<file path="config.mk">
export PLATFORM = sky130hd
export DESIGN_NAME = rivec_top
export DESIGN_NICKNAME = d
export VERILOG_FILES = /design/src/logic/rivec_prio.v /design/src/logic/rivec_top.v
export VERILOG_INCLUDE_DIRS = /design/src /design/src/logic
export SDC_FILE = /design/constraint.sdc
export NUM_CORES = 1
export LEC_CHECK = 0
export BUFFER_PORTS_ARGS = -buffer_cell sky130_fd_sc_hd__buf_2
export CAP_MARGIN = 10
export CORE_MARGIN = 2
export CORE_UTILIZATION = 45
export DETAILED_ROUTE_END_ITERATION = 10
export PLACE_DENSITY = 0.71
export SYNTH_ARGS = -nofsm -noshare
export SYNTH_HDL_FRONTEND = slang
export SYNTH_SLANG_ARGS = --single-unit
</file>
<file path="constraint.sdc">
create_clock -name ref_clk -period 4.3 [get_ports ref_clk]
set_input_delay 0.215 -clock ref_clk [delete_from_list [all_inputs] [get_ports ref_clk]]
set_output_delay 0.215 -clock ref_clk [all_outputs]
set_load 0.005 [all_outputs]
</file>
<file path="src/logic/rivec_map.vh">
// register offsets, field positions, vectors and the config load length for the vectoring unit
`ifndef RIVEC_MAP_VH
`define RIVEC_MAP_VH
// register byte addresses (word aligned)
`define RIVEC_OFS_WDOG 8'h3C
`define RIVEC_OFS_VBASE 8'h40
`define RIVEC_OFS_ENABLE 8'h44
`define RIVEC_OFS_CTRL 8'h48
`define RIVEC_OFS_VECTOR 8'h4C
`define RIVEC_OFS_STATUS 8'h50
// watchdog_control fields
`define RIVEC_WD_RATE_MSB 2
`define RIVEC_WD_WIN_BIT 7
// ctrl fields: mask bits and oscillator enable
`define RIVEC_CTRL_I_BIT 0
`define RIVEC_CTRL_X_BIT 1
`define RIVEC_CTRL_OSC_BIT 2
// enable fields
`define RIVEC_EN_LINK 0
`define RIVEC_EN_TICK 1
`define RIVEC_EN_SRX 2
`define RIVEC_EN_STX 3
`define RIVEC_EN_OSC 4
`define RIVEC_EN_PLL 5
`define RIVEC_EN_SFD 6
`define RIVEC_EN_DFD 7
`define RIVEC_EN_CMD 8
`define RIVEC_EN_UV 9
// reset values
`define RIVEC_VBASE_RST 8'hFF
`define RIVEC_CTRL_RST 3'h3
// fixed reset vectors
`define RIVEC_VEC_MAIN 16'hFFFE
`define RIVEC_VEC_CLKMON 16'hFFFC
`define RIVEC_VEC_WDOG 16'hFFFA
// interrupt offsets
`define RIVEC_OF_TRAP 8'hF8
`define RIVEC_OF_SWI 8'hF6
`define RIVEC_OF_LINKI 8'hF4
`define RIVEC_OF_LINKE 8'hF2
`define RIVEC_OF_TICK 8'hF0
`define RIVEC_OF_SER 8'hD8
`define RIVEC_OF_OSC 8'hC8
`define RIVEC_OF_PLL 8'hC6
`define RIVEC_OF_FERR 8'hBA
`define RIVEC_OF_FCMD 8'hB8
`define RIVEC_OF_UV 8'h8A
`define RIVEC_OF_SPUR 8'h80
// option byte location in the nonvolatile array
`define RIVEC_OPT_ADDR 18'h3FF0E
// configuration load length in nonvolatile words
`define RIVEC_CFG_WORDS 4
`endif

</file>
<file path="src/logic/rivec_prio.v">
// fixed-priority encoder for interrupt requests
`timescale 1ns/1ns
module rivec_prio
#(
  parameter N = 12
)
(
  input wire [N-1:0] req,
  input wire [8*N-1:0] offs,
  output reg [7:0] offset,
  output reg found
);
  integer i;
  // index 0 is highest priority; offsets are listed in falling order
  always @*
  begin
    offset = 8'h00;
    found = 1'b0;
    for (i = N - 1; i >= 0; i = i - 1)
    begin
      if (req[i])
      begin
        offset = offs[8*i +: 8];
        found = 1'b1;
      end
    end
  end
endmodule // rivec_prio

</file>
<file path="src/logic/rivec_top.v">
// reset and interrupt vectoring unit with config load and watchdog init
// What this block does
// RL1: power-on, undervolt, pin and illegal-address resets fetch vector FFFE, unmaskable
// RL2: clock monitor reset uses FFFC, active only with oscillator enable bit set
// RL3: watchdog reset uses FFFA, enabled by nonzero watchdog rate field
// RL4: interrupt vector equals software vector base plus fixed per-source offset
// RL5: pending interrupts served by default order, higher offset wins
// RL6: trap and SWI unmaskable at F8/F6; link internal error F4 masked by X
// RL7: link external error F2 masked by I, gated by link enable, wakes stop
// RL8: I-maskable sources each have own offset and local enable
// RL9: spurious vector at offset 80 with no enable; other offsets reserved
// RL10: every fetched vector is a 16-bit address word
// RL11: every reset stalls the CPU until flash configuration is loaded; only sys_rst stalls, the RL1-RL3 resets do not
// RL12: double fault during config load leaves protection and security on
// RL13: reset during program or erase aborts that command at once; flash_abort rises only after sys_rst release, not on RL1-RL3 resets
// RL14: reset never clears on-chip RAM contents
// RL15: option register loaded from fixed option byte, then watchdog fields
// RL16: initial watchdog rate is inverse of low three option bits
// RL17: initial window mode bit is inverse of option bit 3
//
// The implementer's own choice: the Avalon-MM slave port.
`timescale 1ns/1ns
`include "rivec_map.vh"
module rivec_top
#(
  parameter CFG_WORDS = `RIVEC_CFG_WORDS
)
(
  input wire ref_clk,
  input wire sys_rst,
  input wire [7:0] avs_address,
  input wire avs_read,
  input wire avs_write,
  input wire [31:0] avs_writedata,
  output reg [31:0] avs_readdata,
  output reg avs_waitrequest,
  input wire [3:0] rst_cause,
  input wire clkmon_fail,
  input wire wdog_timeout,
  input wire [9:0] irq_src,
  input wire trap_req,
  input wire swi_req,
  input wire in_stop,
  input wire flash_busy,
  output reg [17:0] nv_addr,
  output reg nv_rd,
  input wire [7:0] nv_data,
  input wire nv_valid,
  input wire nv_dfault,
  output reg cpu_stall,
  output reg flash_abort,
  output reg prot_force,
  output reg [15:0] vector,
  output reg vector_valid,
  output reg irq_pending,
  output reg wake_req,
  output reg [7:0] option_q,
  output reg reset_req
);
  // ****************************************************************
  // pin synchronisers
  // ****************************************************************
  localparam SW = 17;
  reg [SW-1:0] sy1_q;
  reg [SW-1:0] sy2_q;
  wire [SW-1:0] sy_in;
  assign sy_in = {in_stop, clkmon_fail, wdog_timeout, rst_cause[3:0], irq_src};
  always @(posedge ref_clk or posedge sys_rst)
  begin
    if (sys_rst)
    begin
      sy1_q <= {SW{1'b0}};
      sy2_q <= {SW{1'b0}};
    end
    else
    begin
      sy1_q <= sy_in;
      sy2_q <= sy1_q;
    end
  end
  wire [9:0] src_s = sy2_q[9:0];
  wire any_main = |sy2_q[13:10];
  wire wdog_s = sy2_q[14];
  wire clkm_s = sy2_q[15];
  wire stop_s = sy2_q[16];

  // ****************************************************************
  // registers
  // ****************************************************************
  reg [2:0] wd_rate_q;
  reg wd_win_q;
  reg [7:0] vbase_q;
  reg [9:0] en_q;
  reg [2:0] ctrl_q;
  wire i_mask = ctrl_q[`RIVEC_CTRL_I_BIT];
  wire x_mask = ctrl_q[`RIVEC_CTRL_X_BIT];
  wire osc_enable_bit = ctrl_q[`RIVEC_CTRL_OSC_BIT];

  // ****************************************************************
  // reset source selection
  // ****************************************************************
  wire clkm_hit = clkm_s & osc_enable_bit; // RL2
  wire wdog_hit = wdog_s & (|wd_rate_q); // RL3
  reg [15:0] rst_vec_d;
  always @*
  begin
    if (any_main)
      rst_vec_d = `RIVEC_VEC_MAIN; // RL1
    else if (clkm_hit)
      rst_vec_d = `RIVEC_VEC_CLKMON; // RL2
    else
      rst_vec_d = `RIVEC_VEC_WDOG; // RL3
  end
  wire rst_hit = any_main | clkm_hit | wdog_hit;

  // ****************************************************************
  // interrupt arbitration
  // ****************************************************************
  wire [11:0] req;
  assign req[0] = trap_req; // RL6
  assign req[1] = swi_req; // RL6
  assign req[2] = src_s[0] & ~x_mask; // RL6
  assign req[3] = src_s[1] & ~i_mask & en_q[`RIVEC_EN_LINK]; // RL7
  assign req[4] = src_s[2] & ~i_mask & en_q[`RIVEC_EN_TICK]; // RL8
  assign req[5] = src_s[3] & ~i_mask & (en_q[`RIVEC_EN_SRX] | en_q[`RIVEC_EN_STX]); // RL8
  assign req[6] = src_s[4] & ~i_mask & en_q[`RIVEC_EN_OSC]; // RL8
  assign req[7] = src_s[5] & ~i_mask & en_q[`RIVEC_EN_PLL]; // RL8
  assign req[8] = src_s[6] & ~i_mask & (en_q[`RIVEC_EN_SFD] | en_q[`RIVEC_EN_DFD]); // RL8
  assign req[9] = src_s[7] & ~i_mask & en_q[`RIVEC_EN_CMD]; // RL8
  assign req[10] = src_s[8] & ~i_mask & en_q[`RIVEC_EN_UV]; // RL8
  assign req[11] = src_s[9]; // RL9
  // falling offsets give the default order, higher offset wins
  wire [95:0] offs = {`RIVEC_OF_SPUR, `RIVEC_OF_UV, `RIVEC_OF_FCMD, `RIVEC_OF_FERR,
    `RIVEC_OF_PLL, `RIVEC_OF_OSC, `RIVEC_OF_SER, `RIVEC_OF_TICK, `RIVEC_OF_LINKE,
    `RIVEC_OF_LINKI, `RIVEC_OF_SWI, `RIVEC_OF_TRAP}; // RL5
  wire [7:0] win_off;
  wire win_found;
  rivec_prio #(.N(12)) u_prio
  (
    .req(req),
    .offs(offs),
    .offset(win_off),
    .found(win_found)
  );
  // only the die link errors and the tick may wake from stop
  wire wake_d = stop_s & (req[2] | req[3] | req[4]); // RL7

  // ****************************************************************
  // configuration load sequence
  // ****************************************************************
  localparam ST_LOAD = 3'b001;
  localparam ST_WAIT = 3'b010;
  localparam ST_RUN = 3'b100;
  reg [2:0] st_q;
  reg [7:0] cnt_q;
  always @(posedge ref_clk or posedge sys_rst)
  begin
    if (sys_rst)
    begin
      st_q <= ST_LOAD;
      cnt_q <= 8'h00;
      cpu_stall <= 1'b1; // RL11
      nv_rd <= 1'b0;
      nv_addr <= 18'h00000;
      option_q <= 8'hFF;
      prot_force <= 1'b0;
      vector <= 16'h0000;
      vector_valid <= 1'b0;
    end
    else
    begin
      case (st_q)
        ST_LOAD:
        begin
          nv_addr <= `RIVEC_OPT_ADDR; // RL15
          nv_rd <= 1'b1;
          st_q <= ST_WAIT;
        end
        ST_WAIT:
        begin
          if (nv_valid)
          begin
            option_q <= nv_data; // RL15
            if (nv_dfault)
              prot_force <= 1'b1; // RL12
            // strobe stays up until the last word, however long the array takes to answer
            if (cnt_q == CFG_WORDS[7:0] - 8'h01)
            begin
              nv_rd <= 1'b0;
              st_q <= ST_RUN;
              cpu_stall <= 1'b0; // RL11
            end
            else
              cnt_q <= cnt_q + 8'h01;
          end
        end
        ST_RUN:
        begin
          if (rst_hit)
          begin
            vector <= rst_vec_d; // RL1
            vector_valid <= 1'b1;
          end
          else if (win_found)
          begin
            vector <= {vbase_q, win_off}; // RL4 RL10
            vector_valid <= 1'b1;
          end
          else
            vector_valid <= 1'b0;
        end
        default:
          st_q <= ST_LOAD;
      endcase
    end
  end
  wire load_done = (st_q == ST_WAIT) & nv_valid & (cnt_q == CFG_WORDS[7:0] - 8'h01);

  // ****************************************************************
  // status outputs
  // ****************************************************************
  // abort holds over the whole load phase, so a command still busy late
  // in the stall is cut short as well
  always @(posedge ref_clk or posedge sys_rst)
  begin
    if (sys_rst)
    begin
      flash_abort <= 1'b0;
      reset_req <= 1'b0;
      irq_pending <= 1'b0;
      wake_req <= 1'b0;
    end
    else
    begin
      flash_abort <= flash_busy & (st_q != ST_RUN); // RL13
      reset_req <= rst_hit & (st_q == ST_RUN); // RL1
      irq_pending <= win_found & (st_q == ST_RUN); // RL5
      wake_req <= wake_d; // RL7
    end
  end

  // ****************************************************************
  // read data decode
  // ****************************************************************
  reg [31:0] rdata_d;
  always @*
  begin
    rdata_d = 32'h00000000;
    if (avs_address == `RIVEC_OFS_WDOG)
      rdata_d = {24'h000000, wd_win_q, 4'h0, wd_rate_q};
    else if (avs_address == `RIVEC_OFS_VBASE)
      rdata_d = {24'h000000, vbase_q};
    else if (avs_address == `RIVEC_OFS_ENABLE)
      rdata_d = {22'h000000, en_q};
    else if (avs_address == `RIVEC_OFS_CTRL)
      rdata_d = {29'h00000000, ctrl_q};
    else if (avs_address == `RIVEC_OFS_VECTOR)
      rdata_d = {16'h0000, vector};
    else if (avs_address == `RIVEC_OFS_STATUS)
      rdata_d = {20'h00000, option_q, 1'b0, prot_force, cpu_stall, vector_valid};
  end

  // ****************************************************************
  // register slave, one wait state on every access
  // ****************************************************************
  reg acc_q;
  wire acc = (avs_read | avs_write) & ~acc_q;
  wire wr_go = avs_write & acc_q;
  always @(posedge ref_clk or posedge sys_rst)
  begin
    if (sys_rst)
    begin
      acc_q <= 1'b0;
      avs_waitrequest <= 1'b1;
      avs_readdata <= 32'h00000000;
      wd_rate_q <= 3'h0;
      wd_win_q <= 1'b0;
      vbase_q <= `RIVEC_VBASE_RST;
      en_q <= 10'h000;
      ctrl_q <= `RIVEC_CTRL_RST;
    end
    else
    begin
      acc_q <= acc;
      avs_waitrequest <= ~acc;
      if (load_done)
      begin
        wd_rate_q <= ~nv_data[2:0]; // RL16
        wd_win_q <= ~nv_data[3]; // RL17
      end
      else if (wr_go && avs_address == `RIVEC_OFS_WDOG)
      begin
        wd_rate_q <= avs_writedata[`RIVEC_WD_RATE_MSB:0];
        wd_win_q <= avs_writedata[`RIVEC_WD_WIN_BIT];
      end
      if (wr_go && avs_address == `RIVEC_OFS_VBASE)
        vbase_q <= avs_writedata[7:0]; // RL4
      if (wr_go && avs_address == `RIVEC_OFS_ENABLE)
        en_q <= avs_writedata[9:0];
      if (wr_go && avs_address == `RIVEC_OFS_CTRL)
        ctrl_q <= avs_writedata[2:0];
      if (acc)
        avs_readdata <= rdata_d;
    end
  end
  // on-chip RAM lies outside this unit and is never touched by reset RL14
endmodule // rivec_top

</file>
# Word-level counts from Yosys, hierarchy flattened
# Index checks and enable logic that the tools add are counted.
[op_classes]
bitwise = 42
n_reduce_logical = 16
addsub = 1
eq_ne = 13
n_mux = 46
[op_table]
columns = ["cell", "count"]
rows = [
  ["$mux 16", 7],
  ["$mux 8", 12],
  ["$eq 8x7->1 const B", 5],
  ["$and 1x1->1", 27],
  ["$mux 1", 18],
  ["$mux 3", 6],
  ["$reduce_and 3->1", 5],
  ["$mux 12", 1],
  ["$pmux 3 s3", 1],
  ["$add 8x1->8 const B", 1],
  ["$eq 8x2->1 const B", 1],
  ["$eq 8x6->1 const B", 1],
  ["$not 1->1", 7],
  ["$or 1x1->1", 7],
  ["$reduce_bool 2->1", 3],
  ["$logic_and 1x1->1", 4],
  ["$ne 2x2->1 const B", 2],
  ["$reduce_and 2->1", 2],
  ["$reduce_or 4->1", 1],
  ["$eq 3x1->1 const B", 1],
  ["$eq 3x2->1 const B", 1],
  ["$eq 3x3->1 const B", 1],
  ["$ne 3x3->1 const B", 1],
  ["$not 3->3", 1],
  ["other kinds (2)", 2],
]
[word_totals]
register_bits = 137
input_bits = 74
word_cells = 141
output_inout_bits = 83

# Logic depth before layout (Yosys ltp)
[logic_depth]
ltp_word = 16
mapped_depth = 7
depth_no_buf = 6

# Hierarchy
# Synthesis repeated with hierarchy kept, for this count alone.
[hier_totals]
cells_unflattened = 535
hier_area_um2 = 5980.7
[modules_own_cells]
columns = ["mod", "instances", "cells_each", "area_each_um2", "seq_area_each_um2"]
rows = [
  ["rivec_top", 1, 413, 5183.7, 3054.2],
  ["rivec_prio", 1, 122, 797.0, 0.0],
]

# Worst setup path after synthesis
# Ideal clock, no wire load.
[synth_timing]
path_type = "register -> register"
startpoint = "register ctrl_q[0]"
endpoint = "register vector[10]"
setup_slack_ps = 2303
n_path_buf = 1
period_less_slack_ps = 1997
stages_incl_launch_ff = 7
t_required_ps = 4179
arrival_ps = 1875
setup_ps = 121
path_cell_list = "dfstp_2 -> and3b_1 -> a2111oi_2 -> and2_1 -> a41oi_4 -> buf_2 -> o22a_1"
[synth_via]
elab_chain_cells = 16
word_cells_on_any_way = 30
cone_classes = "mux (11); bitwise (17); reduce/logical (2)"
[synth_lines]
columns = ["element", "line_no", "rtl"]
rows = [
  ["start, declared", "rivec_top.v:94", "reg [2:0] ctrl_q;"],
  ["start signal, assigned", "rivec_top.v:280", "ctrl_q <= `RIVEC_CTRL_RST;"],
  ["start signal, assigned", "rivec_top.v:301", "ctrl_q <= avs_writedata[2:0];"],
  ["$not 1->1 (*)", "--", ""],
  ["$and 1x1->1 (2 in a row)", "rivec_top.v:130", "assign req[10] = src_s[8] & ~i_mask & en_q[`RIVEC_EN_UV];"],
  ["$mux 1 (7 in a row)", "rivec_prio.v:21", "if (req[i])"],
  ["$mux 1 (*) (4 in a row)", "rivec_prio.v:21", ""],
  ["$reduce_bool 2->1 (no source line) (*)", "--", ""],
  ["$reduce_and 2->1 (no source line) (*)", "--", ""],
  ["end signal, assigned", "rivec_top.v:201", "vector <= rst_vec_d;"],
  ["end signal, assigned", "rivec_top.v:206", "vector <= {vbase_q, win_off};"],
  ["end, declared", "rivec_top.v:53", "output reg [15:0] vector,"],
]
# Every way passes the cells marked *; elsewhere a longest branch is shown, timed or not.
# A chain may end at the register's enable or synchronous reset.

# Final worst setup path
[layout_timing]
startpoint = "register ctrl_q[0]"
endpoint = "register vector[3]"
[layout_via]
elab_chain_cells = 16
word_cells_on_any_way = 43
cone_classes = "mux (24); bitwise (17); reduce/logical (2)"
[layout_lines]
columns = ["element", "line_no"]
rows = [
  ["$not 1->1 (*)", "--"],
  ["$and 1x1->1 (2 in a row)", "rivec_top.v:130"],
  ["$mux 8 or $mux 1 (tied branches) (11 in a row)", "rivec_prio.v:21"],
  ["$mux 16 or $reduce_bool 2->1 (tied branches)", "--"],
  ["$mux 16 or $reduce_and 2->1 (tied branches)", "--"],
]
# Every way passes the cells marked *; elsewhere a longest branch is shown, timed or not. The select of a mux whose other input is x is not followed.

==> results.yml <==
clock_network:
  cts.clk_slew.worst_paths_ns: 0.05
  cts_tree: "done"
  cts_buffers: 17
  htree_levels: 4
  clkLatencyLatePin_ns: 0.41
  cts.sinks: 120
  cts_root_buf: "clkbuf_16"
  cts_setup_buffers: 0
  cts.path.max_buffers: 2
  holdBufCountCts: 19
  cts.repair.resized: 0
routing:
  vias: 3745
  wire_per_inst_um: 16.7
  ant_nets: 0
  drc_errors: 0
  drt_iter0_markers: 147
  via_per_inst: 5.30
  first_pass_iters: 5
  drt_wl_total_um: 11800
timing:
  setup_viol_count_final: 0
  min_period_ns: 2.38
  period_share: 0.553
  tns_ns: 0
  holdWs_ns: -0.0174
  setup_ws_ns: 1.92
  clock.fmax_ghz: 0.421
  rsz0062_at_grt: "false"
  final_max_slew_viol_count: 0
  finalHoldViolations: 11
  tightestPinTransition_ns: 0.890
  slew_headroom: 0.407
  skew_ns: 0.00768
place:
  globalplace.congestion: 0.882
  place_hpwl_um: 8530
  place_ws_ns: 1.97
  port_buffers: 112
  dp.cells: 655
worst_setup_path:
  path_class: "reg -> reg"
  crit_path_end_kind: "flip-flop"
  path_cells: "inv_1 -> a211oi_1 -> and2_1 -> a41oi_4 -> mux2_1"
  worstPathArrival_ns: 2.67
  critPathLaunchType: "flip-flop"
  r2r-start: "ctrl_q[0]"
  cp_slowest_cell: "dfstp_2"
  critPathRequiredTime_ns: 4.59
  r2r_cells: 5
  r2r-end: "vector[3]"
  slowest_delay_ns: 0.59
  crit_fanout: 15
  ff2ff_setup_slack_ns: 1.92
synthesis:
  synth_ff_type: "dfrtp_1"
  netlist_area_um2: 5180
  synth-seq-cells: 120
  synthArstFlopShare: 1.00
  synth_edf_count: 0
  yosys_warnings: 0
  synthTopCellsByCount: "99 x dfrtp_1, 37 x nand2_1, 34 x buf_4"
  synth_cell_types: 65
  synth_cells: 420
  synthTopCellsByArea: "dfrtp_1 48%, dfstp_2 11%, buf_4 4.9%, mux2_1 4.8%, nand2_1 2.7%"
  yosysTopAreaCell: "dfrtp_1"
  seq_area_frac_synth: 0.584
  yosysMostFrequentCell: "dfrtp_1"
  yosys.area.top_type_share: 0.478
  synth_area_per_cell_um2: 12.3
final_layout:
  syn2layout_area_growth_pct: 26.5
  antennaDiodeCount: 0
  fin_cells: 706
  layout-drive-gt1-share: 0.339
  layout.nets: 625
global_routing:
  grt_max_degree: 76
  antenna_found_initial: 0
  grt_pass1_vias: 3657
  grtUsageTotal: 0.197
  grt_pass1_wl_um: 18900
  grt-ovfl-total: 0
floorplan:
  rows: 39
  start_util: 0.458
  ios: 157
  die_y_um: 111
  die_area_um2: 12400
  core_area_um2: 11300
  die_w_um: 111
outcome:
  violations: "hold timing"
  status: "finished, violations left"
power_and_ir_drop:
  power.leakage_nw: 2.97
  power.density_nw_per_um2: 515
  ir_drop_mv: 0.345
min_path:
  holdCritPathClass: "in -> async"
run:
  maxCapViolCount: 0
## cell families after synthesis
logic type | count (synthesis) | share of synthesized area
AO/OA/AOI/OAI | 95 | 0.130
adder cells (fa/ha/maj) | 1 | 0.00241
buffers and inverters | 52 | 0.0630
flip-flops | 120 | 0.584
XOR/XNOR | 8 | 0.0135
AND/OR/NAND/NOR | 97 | 0.109
multiplexers | 46 | 0.0968
other | 1 | 0.000723
## how the worst max path moves through the flow
stage | startpoint | endpoint | slack, ns
floorplan | sys_rst | acc_q | 0.93
global placement | ctrl_q[0] | vector[3] | 2.01
detailed placement | ctrl_q[0] | vector[3] | 1.97
CTS | ctrl_q[0] | vector[3] | 1.93
global route | ctrl_q[0] | vector[3] | 1.80
finish | ctrl_q[0] | vector[3] | 1.92
## cells in the final DEF, fill, tap and decap left out, types with 5 or more instances in the layout
master	instances
a22o_1	9
buf_2	112
conb_1	22
mux2i_1	13
dfrtp_1	99
a21oi_1	13
clkbuf_16	17
o22a_1	8
dlygate4sd3_1	19
o21ai_0	20
mux2_2	11
inv_1	7
a31oi_1	5
mux2_1	22
dfstp_2	21
nand2_1	37
xnor2_1	7
nand2b_1	7
nor2_1	11
o21ai_1	8
nor2b_1	6
## layer usage
layer / GRT usage / share of wire
met5: 0 / 0
met4: 0.0642 / 0.018
met3: 0.0512 / 0.059
met2: 0.317 / 0.49
met1: 0.263 / 0.43
## critical path: cells and delay by family (launching register included)
family	cells	cell delay, ns
flip-flops	1	0.59
AO/OA/AOI/OAI	2	0.83
AND/OR/NAND/NOR	1	0.28
buffers and inverters	1	0.15
multiplexers	1	0.41
## where the power goes
group          internal, mW  switching [mW]
Combinational         0.225           0.211
Clock                  1.00           0.489
Sequential             1.31           0.137
## stage by stage
| step | power (mW) | utilization | instance area, um2 |
|---|---|---|---|
| 3_5_place_dp | 1.90 | 0.507 | 5740 |
| 5_1_grt | 3.53 | 0.579 | 6560 |
| 2_1_floorplan | 1.70 | - | 5260 |
| 6_report | 3.38 | 0.579 | 6560 |
| 3_3_place_gp | 1.87 | 0.507 | 5740 |
| 4_1_cts | 3.41 | 0.579 | 6560 |
## flip-flops by register name, summed over array words and instances (netlist names), 3 cells and up
register and flops:
sy1_q 17, sy2_q 17, avs_readdata 16, vector 15, en_q 10, cnt_q 8
option_q 8, vbase_q 8, ctrl_q 3, st_q 3, wd_rate_q 3
## layout make-up
| cell class | instances | area (um2) |
|---|---|---|
| fill | 919 | 4760 |
| sequential | 120 | 3030 |
| multi-input combinational | 269 | 1910 |
| timing repair buffer | 134 | 773 |
| clock buffer | 21 | 460 |
| tap | 143 | 179 |
| clock inverter | 11 | 170 |
| inverter | 8 | 32.5 |
No activity file was read; power rests on OpenSTA's default activity.
